==> src/common/wdt_consts.vh <==
// Constants for the watchdog timer core
`ifndef WDT_CONSTS_VH
`define WDT_CONSTS_VH
`define WDT_CNT_W 15
`define WDT_CNT_RELOAD 15'h7FFF
`define WDT_PRE_W 7
`define WDT_DIV16 7'h0F
`define WDT_DIV128 7'h7F
`define WDT_DIV2 7'h01
`define WDT_REFRESH_FIRST 8'h00
`define WDT_REFRESH_SECOND 8'hFF
// Word addresses (byte address = 4 * index), chosen layout
`define WDT_ADR_DETECT 3'h0
`define WDT_ADR_PROT 3'h1
`define WDT_ADR_REFRESH 3'h2
`define WDT_ADR_START 3'h3
`define WDT_ADR_CTRL 3'h4
`define WDT_ADR_IRQ_STAT 3'h5
`define WDT_ADR_IRQ_EN 3'h6
`define WDT_ADR_IRQ_CLR 3'h7
// Field positions
`define WDT_CTRL_PRESEL 7
`define WDT_CTRL_MODE 6
`define WDT_DETECT_BIT 3
`define WDT_PROT_BIT 7
`endif

==> src/wdt_prescaler.v <==
// Prescaler producing one-cycle count ticks
`include "wdt_consts.vh"
`default_nettype none
module wdt_prescaler (
  input wire clk_i,
  input wire rst_i,
  input wire run_i,
  input wire src_en_i,
  input wire presel_i,
  input wire sub_clk_i,
  input wire clr_i,
  output reg tick_o
);
  reg [`WDT_PRE_W-1:0] cnt_q;
  reg [`WDT_PRE_W-1:0] lim;
  // Ratio choice, sub clock overrides
  always @*
  begin
    if (sub_clk_i)
      lim = `WDT_DIV2;
    else if (presel_i)
      lim = `WDT_DIV128;
    else
      lim = `WDT_DIV16;
  end
  // Divider counting source enables
  always @(posedge clk_i)
  begin
    tick_o <= 1'b0;
    if (rst_i || clr_i)
      cnt_q <= {`WDT_PRE_W{1'b0}};
    else if (run_i && src_en_i)
    begin
      if (cnt_q >= lim)
      begin
        cnt_q <= {`WDT_PRE_W{1'b0}};
        tick_o <= 1'b1;
      end
      else
        cnt_q <= cnt_q + 1'b1;
    end
  end
endmodule
`default_nettype wire

==> src/wdt_counter.v <==
// Fifteen-bit down-counter with reload
`include "wdt_consts.vh"
`default_nettype none
module wdt_counter (
  input wire clk_i,
  input wire rst_i,
  input wire tick_i,
  input wire reload_i,
  output reg [`WDT_CNT_W-1:0] cnt_o,
  output reg uflow_o
);
  // Decrement, reload on refresh, reset or underflow
  always @(posedge clk_i)
  begin
    uflow_o <= 1'b0;
    if (rst_i || reload_i)
      cnt_o <= `WDT_CNT_RELOAD;
    else if (tick_i)
    begin
      if (cnt_o == {`WDT_CNT_W{1'b0}})
      begin
        cnt_o <= `WDT_CNT_RELOAD;
        uflow_o <= 1'b1;
      end
      else
        cnt_o <= cnt_o - 1'b1;
    end
  end
endmodule
`default_nettype wire

==> src/wdt_core.v <==
// Watchdog timer core with Wishbone register slave
//
// Our own choices: the Wishbone interface to the registers and the register offsets.
`include "wdt_consts.vh"
`default_nettype none
module wdt_core (
  input wire clk_i,
  input wire rst_i,
  input wire [4:2] adr_i,
  input wire [31:0] dat_i,
  input wire [3:0] sel_i,
  input wire we_i,
  input wire cyc_i,
  input wire stb_i,
  input wire auto_start_option_i,
  input wire protection_option_bit_i,
  input wire sub_clock_select_i,
  input wire low_speed_osc_clock_i,
  input wire stop_mode_i,
  input wire wait_mode_i,
  input wire bus_hold_i,
  output reg [31:0] dat_o,
  output reg ack_o,
  output reg wdt_nmi_o,
  output reg wdt_reset_o,
  output reg irq_o
);
  localparam ST_STOPPED = 1'b0;
  localparam ST_RUNNING = 1'b1;
  reg state_q;
  reg prescaler_select_q;
  reg mode_reset_q;
  reg prot_reg_q;
  reg prot_armed_q;
  reg refresh_armed_q;
  reg detect_q;
  reg [1:0] irq_stat_q;
  reg [1:0] irq_en_q;
  reg [`WDT_CNT_W-1:0] cnt_snap;
  reg [31:0] dat_o_d;
  reg osc_q;
  wire [`WDT_CNT_W-1:0] cnt;
  wire tick;
  wire uflow;
  wire prot;
  wire halted;
  wire wr;
  wire rd;
  wire lane0;
  wire refresh_hit;
  wire src_en;
  wire run;
  // Protection mode from either request
  assign prot = protection_option_bit_i | prot_reg_q;
  // Low-power states stop the count only unprotected
  assign halted = ~prot & (stop_mode_i | wait_mode_i | bus_hold_i);
  assign run = (state_q == ST_RUNNING) & ~halted;
  // Protected: slow oscillator edge gives one-cycle source enable, else always enabled
  assign src_en = prot ? (low_speed_osc_clock_i & ~osc_q) : 1'b1;
  assign wr = cyc_i & stb_i & we_i & ~ack_o;
  assign rd = cyc_i & stb_i & ~we_i & ~ack_o;
  assign lane0 = sel_i[0];
  assign refresh_hit = wr & lane0 & (adr_i == `WDT_ADR_REFRESH) & refresh_armed_q
    & (dat_i[7:0] == `WDT_REFRESH_SECOND);

  wdt_prescaler u_pre (
    .clk_i(clk_i),
    .rst_i(rst_i),
    .run_i(run),
    .src_en_i(src_en),
    .presel_i(prescaler_select_q),
    .sub_clk_i(sub_clock_select_i),
    .clr_i(refresh_hit),
    .tick_o(tick)
  );

  wdt_counter u_cnt (
    .clk_i(clk_i),
    .rst_i(rst_i),
    .tick_i(tick),
    .reload_i(refresh_hit),
    .cnt_o(cnt),
    .uflow_o(uflow)
  );

  // Oscillator sample for edge detection
  always @(posedge clk_i)
  begin
    if (rst_i)
      osc_q <= 1'b0;
    else
      osc_q <= low_speed_osc_clock_i;
  end

  // Start state machine
  always @(posedge clk_i)
  begin
    if (rst_i)
      state_q <= ST_STOPPED;
    else
    begin
      case (state_q)
        ST_STOPPED:
        begin
          if (auto_start_option_i)
            state_q <= ST_RUNNING;
          else if (wr && lane0 && adr_i == `WDT_ADR_START)
            state_q <= ST_RUNNING;
        end
        ST_RUNNING:
          state_q <= ST_RUNNING;
        default:
          state_q <= ST_STOPPED;
      endcase
    end
  end

  // Control, protection and refresh sequence state
  always @(posedge clk_i)
  begin
    if (rst_i)
    begin
      prescaler_select_q <= 1'b0;
      mode_reset_q <= 1'b0;
      prot_reg_q <= 1'b0;
      prot_armed_q <= 1'b0;
      refresh_armed_q <= 1'b0;
    end
    else if (wr && lane0)
    begin
      if (adr_i == `WDT_ADR_CTRL)
      begin
        prescaler_select_q <= dat_i[`WDT_CTRL_PRESEL];
        mode_reset_q <= dat_i[`WDT_CTRL_MODE];
      end
      if (adr_i == `WDT_ADR_PROT)
      begin
        if (dat_i[`WDT_PROT_BIT] && prot_armed_q)
          prot_reg_q <= 1'b1;
        prot_armed_q <= ~dat_i[`WDT_PROT_BIT];
      end
      if (adr_i == `WDT_ADR_REFRESH)
        refresh_armed_q <= (dat_i[7:0] == `WDT_REFRESH_FIRST);
    end
  end

  // Detect flag and interrupt status, set wins over clear
  always @(posedge clk_i)
  begin
    if (rst_i)
    begin
      detect_q <= 1'b0;
      irq_stat_q <= 2'h0;
      irq_en_q <= 2'h0;
    end
    else
    begin
      if (uflow)
        detect_q <= 1'b1;
      else if (wr && lane0 && adr_i == `WDT_ADR_DETECT && !dat_i[`WDT_DETECT_BIT])
        detect_q <= 1'b0;
      if (wr && lane0 && adr_i == `WDT_ADR_IRQ_EN)
        irq_en_q <= dat_i[1:0];
      irq_stat_q <= (irq_stat_q & ~((wr && lane0 && adr_i == `WDT_ADR_IRQ_CLR) ? dat_i[1:0] : 2'h0))
        | {uflow, tick}; // Bit 1 underflow, bit 0 tick
    end
  end

  // Underflow outcome and interrupt line
  always @(posedge clk_i)
  begin
    if (rst_i)
    begin
      wdt_nmi_o <= 1'b0;
      wdt_reset_o <= 1'b0;
      irq_o <= 1'b0;
    end
    else
    begin
      wdt_reset_o <= uflow & (prot | mode_reset_q);
      wdt_nmi_o <= uflow & ~prot & ~mode_reset_q;
      irq_o <= |(irq_stat_q & irq_en_q);
    end
  end

  // Read mux
  always @*
  begin
    cnt_snap = cnt;
    case (adr_i)
      `WDT_ADR_DETECT: dat_o_d = {28'h0, detect_q, 3'h0};
      `WDT_ADR_PROT: dat_o_d = {24'h0, prot, 7'h00};
      `WDT_ADR_CTRL: dat_o_d = {8'h00, 1'b0, cnt_snap, 8'h00} | {24'h0, prescaler_select_q, mode_reset_q, 6'h00};
      `WDT_ADR_IRQ_STAT: dat_o_d = {30'h0, irq_stat_q};
      `WDT_ADR_IRQ_EN: dat_o_d = {30'h0, irq_en_q};
      default: dat_o_d = {31'h0, state_q};
    endcase
  end

  // Single-cycle Wishbone answer
  always @(posedge clk_i)
  begin
    if (rst_i)
    begin
      ack_o <= 1'b0;
      dat_o <= 32'h0;
    end
    else
    begin
      ack_o <= cyc_i & stb_i & ~ack_o;
      dat_o <= rd ? dat_o_d : 32'h0;
    end
  end
endmodule
`default_nettype wire

==> config.mk <==
export PLATFORM = sky130hd
export DESIGN_NAME = wdt_core
export DESIGN_NICKNAME = d
export VERILOG_FILES = /design/src/wdt_prescaler.v /design/src/wdt_counter.v /design/src/wdt_core.v
export VERILOG_INCLUDE_DIRS = /design/src /design/src/common
export SDC_FILE = /design/constraint.sdc
export NUM_CORES = 1
export LEC_CHECK = 0
export ABC_CLOCK_PERIOD_IN_PS = 1800
export BUFFER_PORTS_ARGS = -buffer_cell sky130_fd_sc_hd__buf_2
export CAP_MARGIN = 10
export CORE_ASPECT_RATIO = 0.75
export CORE_MARGIN = 3
export CORE_UTILIZATION = 50
export DETAILED_ROUTE_END_ITERATION = 8
export PLACE_DENSITY_LB_ADDON = 0.12
export SLEW_MARGIN = 25
export SYNTH_ARGS = -nofsm -noshare
export SYNTH_HDL_FRONTEND = slang
export SYNTH_SLANG_ARGS = --single-unit
==> constraint.sdc <==
create_clock -name clk_i -period 1.8 [get_ports clk_i]
set_input_delay 0.27 -clock clk_i [delete_from_list [all_inputs] [get_ports clk_i]]
set_output_delay 0.27 -clock clk_i [all_outputs]
set_load 0.02 [all_outputs]
==> impl_results.md <==
* Distinct cells, synth at 55
* Largest stage delay on the critical path at 0.36 ns
* Row cnt at 22
* Setup TNS at 0 ns
* CP Class: register to register
* Asr flop ratio synth at 0%
* Area leader, netlist: dfxtp_1
* Slowest-stage cell, CP: dfxtp_2
* Critical path, cell by cell: nand2b_1 > ha_1 > nand4_1 > a21o_1 > a311oi_4 > buf_4 > and2_1
* Fin crit period at 1.674 ns
* Cell area after layout at 3202 sq um
* RSZ-0062 raised after global routing: false
* Synth Flop Type: dfxtp_1
* F_max at 0.5975 GHz
* Status: completed
* Initial Util at 53.36%
* Max Root-Sink Buffers at 2
* Gr usage total at 18.45%
* Post-Synthesis Cells at 276
* CP Capture Type: register
* Skew-Pair Late Insertion Delay at 0.34 ns
* Hold Path Origin: auto_start_option_i
* Hold endpoint: state_q
* Clk sinks at 60
* Number of fill cells at 462
* Setup crit start kind: register
* Vias per inst at 5.220
* CTS tree: built
* Max-cap violations at 0
* Via count at 2114
* Avg Cell Area, Syn at 9.792 sq um
* Pwr per Cell Area at 929.4 nW/um^2
* DRT iter0 DRCs at 97
* Antenna Nets Post-Route at 0
* Post-synth EDFFs at 0
* Total grt overflow at 0
* Port Buffers at 47
* Placed wire-length estimate at 3804 um
* Pre-antenna DRT Iters at 4
* Register area share after synthesis at 44.44%
* Net count, final at 387
* Global-route wire length before repair at 9273 um
* Core ar. at 5065 sq um
* # diodes at 0
* Cell Area, Synth at 2703 sq um
* Reg2reg end: u_pre.tick_o
* Drt total wl at 5453 um
* Die height at 69.67 um
* Fin util at 63.22%
* Synth Warn # at 0
* R2R setup slack at 0.13 ns
* Hold-fix buffers, CTS at 0
* Wire length per cell at 13.46 um
* Top post-synthesis cells by area: dfxtp_1 (44%), and2_1 (4.4%), ha_1 (3.7%)
* Final weighted congestion in routability-driven placement at 0.7650
* Hold Path Class: input pin to register
* FF-to-FF Start: prescaler_select_q
* Vias in the first global route at 1891
* Count of pins over their slew limit at 0
* Commonest cells in the netlist: dfxtp_1 (60), nor2_1 (23), and2_1 (19)
* DIE WIDTH at 90.90 um
* Hold_ws at 0.1765 ns
* Count leader, synth: dfxtp_1
* Share of cells above drive strength 1 at 24.32%
* Overall power at 2.976 mW
* Final Hold Vio Count at 0
* Largest net degree at the start of global routing at 18
* CTS root buf: clkbuf_8
* Clock transition at path regs at 0.07 ns
* Lkg Pwr at 1.377 nW
* Skew final at 0.01431 ns
* Io pins at 87
* Worst path required time at 2.08 ns
* Critical path data arrival time at 1.95 ns
* Worst VDD drop at 376.9 uV
* DIE AREA at 6333 sq um
* Slew HR at 64.71%
* Post-route DRC at 0
* WHS Path Cells at 3
* CTS H-tree depth at 3
* Yosys top cell area share at 44.44%
* Placed inst area at 2953 sq um
* Worst Max-Slew Pin Slew at 0.5294 ns
* Endpoints failing setup at 0
* Antenna violations before repair at 0
* Count of state elements after synthesis at 60
* Area delta synth->final at 18.47%
* Number of buffers created by CTS at 9
* Critical Path Fanout Max at 8
* Fin crit share at 92.99%
* Cell count of the worst reg-to-reg path at 7
## worst max-delay path by stage
stage                            start         endpoint  slack [ns]  cells past startpoint
finish              prescaler_select_q     u_pre.tick_o        0.13                      7
global placement    sub_clock_select_i     u_pre.tick_o        0.06                      8
floorplan                        ack_o  u_cnt.cnt_o[10]        0.25                      5
detailed placement  sub_clock_select_i     u_pre.tick_o        0.01                      8
CTS                 prescaler_select_q     u_pre.tick_o        0.06                      7
global route                     ack_o   u_cnt.cnt_o[0]        0.01                      4
## cells in the final DEF, fill, tap and decap left out, drive strengths merged, types with 5 or more instances in the layout
| cell | netlist | final |
|---|---|---|
| ha | 8 | 8 |
| mux2i | 5 | 5 |
| a211oi | 8 | 8 |
| nor2b | 5 | 5 |
| buf | 18 | 52 |
| xnor2 | 6 | 6 |
| nor2 | 25 | 25 |
| dfxtp | 60 | 60 |
| and2 | 19 | 19 |
| nand3 | 16 | 16 |
| xor2 | 6 | 6 |
| inv | 6 | 7 |
| o21ai | 5 | 5 |
| nand4 | 7 | 7 |
| clkbuf | 4 | 9 |
| nor3 | 5 | 5 |
| or4 | 6 | 6 |
| nand2 | 15 | 15 |
| conb | 1 | 12 |
## kinds of logic after synthesis
logic type	share of synthesized area, %
other	0.1388
AO/OA/AOI/OAI	11.81
buffers and inverters	6.527
AND/OR/NAND/NOR	27.64
flip-flops	44.44
adder cells (fa/ha/maj)	3.704
XOR/XNOR	3.889
multiplexers	1.852
## power breakdown
group	internal, mW	total, mW	switching [mW]
registers	1.34	1.34	0.00701
clock network	0.928	1.48	0.552
logic	0.0506	0.154	0.103
## per-stage QoR
step,cells,worst slack [ns]
3_3_place_gp,389,0.05803
2_1_floorplan,287,0.2508
3_5_place_dp,389,0.01360
5_1_grt,405,0.01228
6_report,405,0.1262
4_1_cts,405,0.06471
## cell type report
class	instances	area, sq um	area share (%)
Clock buffer	9	123.9	3.869
Clock inverter	7	123.9	3.869
Inverter	6	22.52	0.7034
Multi-Input combinational cell	199	1366	42.67
Sequential cell	60	1202	37.55
Tap cell	72	90.09	2.814
Timing Repair Buffer	52	272.8	8.519
## layer usage
| layer | vias up | track usage, % | wire length [um] |
|---|---|---|---|
| li1 | 1072 | - | - |
| met1 | 971 | 26.46 | 2728 |
| met2 | 65 | 24.65 | 2319 |
| met3 | 6 | 7.375 | 335 |
| met4 | 0 | 6.689 | 70 |
| met5 | - | 0 | 0 |
## worst max-delay path: cells and delay by family, from the launching register on
family,cells,cell delay [ns]
buffers and inverters,1,0.20
adders and majority gates,1,0.33
AOI/OAI and AO/OA,2,0.41
and+or+nand+nor,3,0.34
DFF,1,0.36
## what timing repair did
item / CTS / global route
setup endpoints to repair: 0 / 8
resized for setup: 0 / 1
setup buffers: 0 / 0
## sequential cells by signal (all words and copies together) (netlist names)
signal / cells
detect_q: 1
refresh_armed_q: 1
mode_reset_q: 1
wdt_reset_o: 1
u_cnt.cnt_o: 15
u_pre.tick_o: 1
dat_o: 20
u_cnt.uflow_o: 1
osc_q: 1
prot_armed_q: 1
prescaler_select_q: 1
u_pre.cnt_q: 7
prot_reg_q: 1
state_q: 1
irq_en_q: 2
ack_o: 1
wdt_nmi_o: 1
irq_o: 1
irq_stat_q: 2
(Power assumes the default switching activity.)
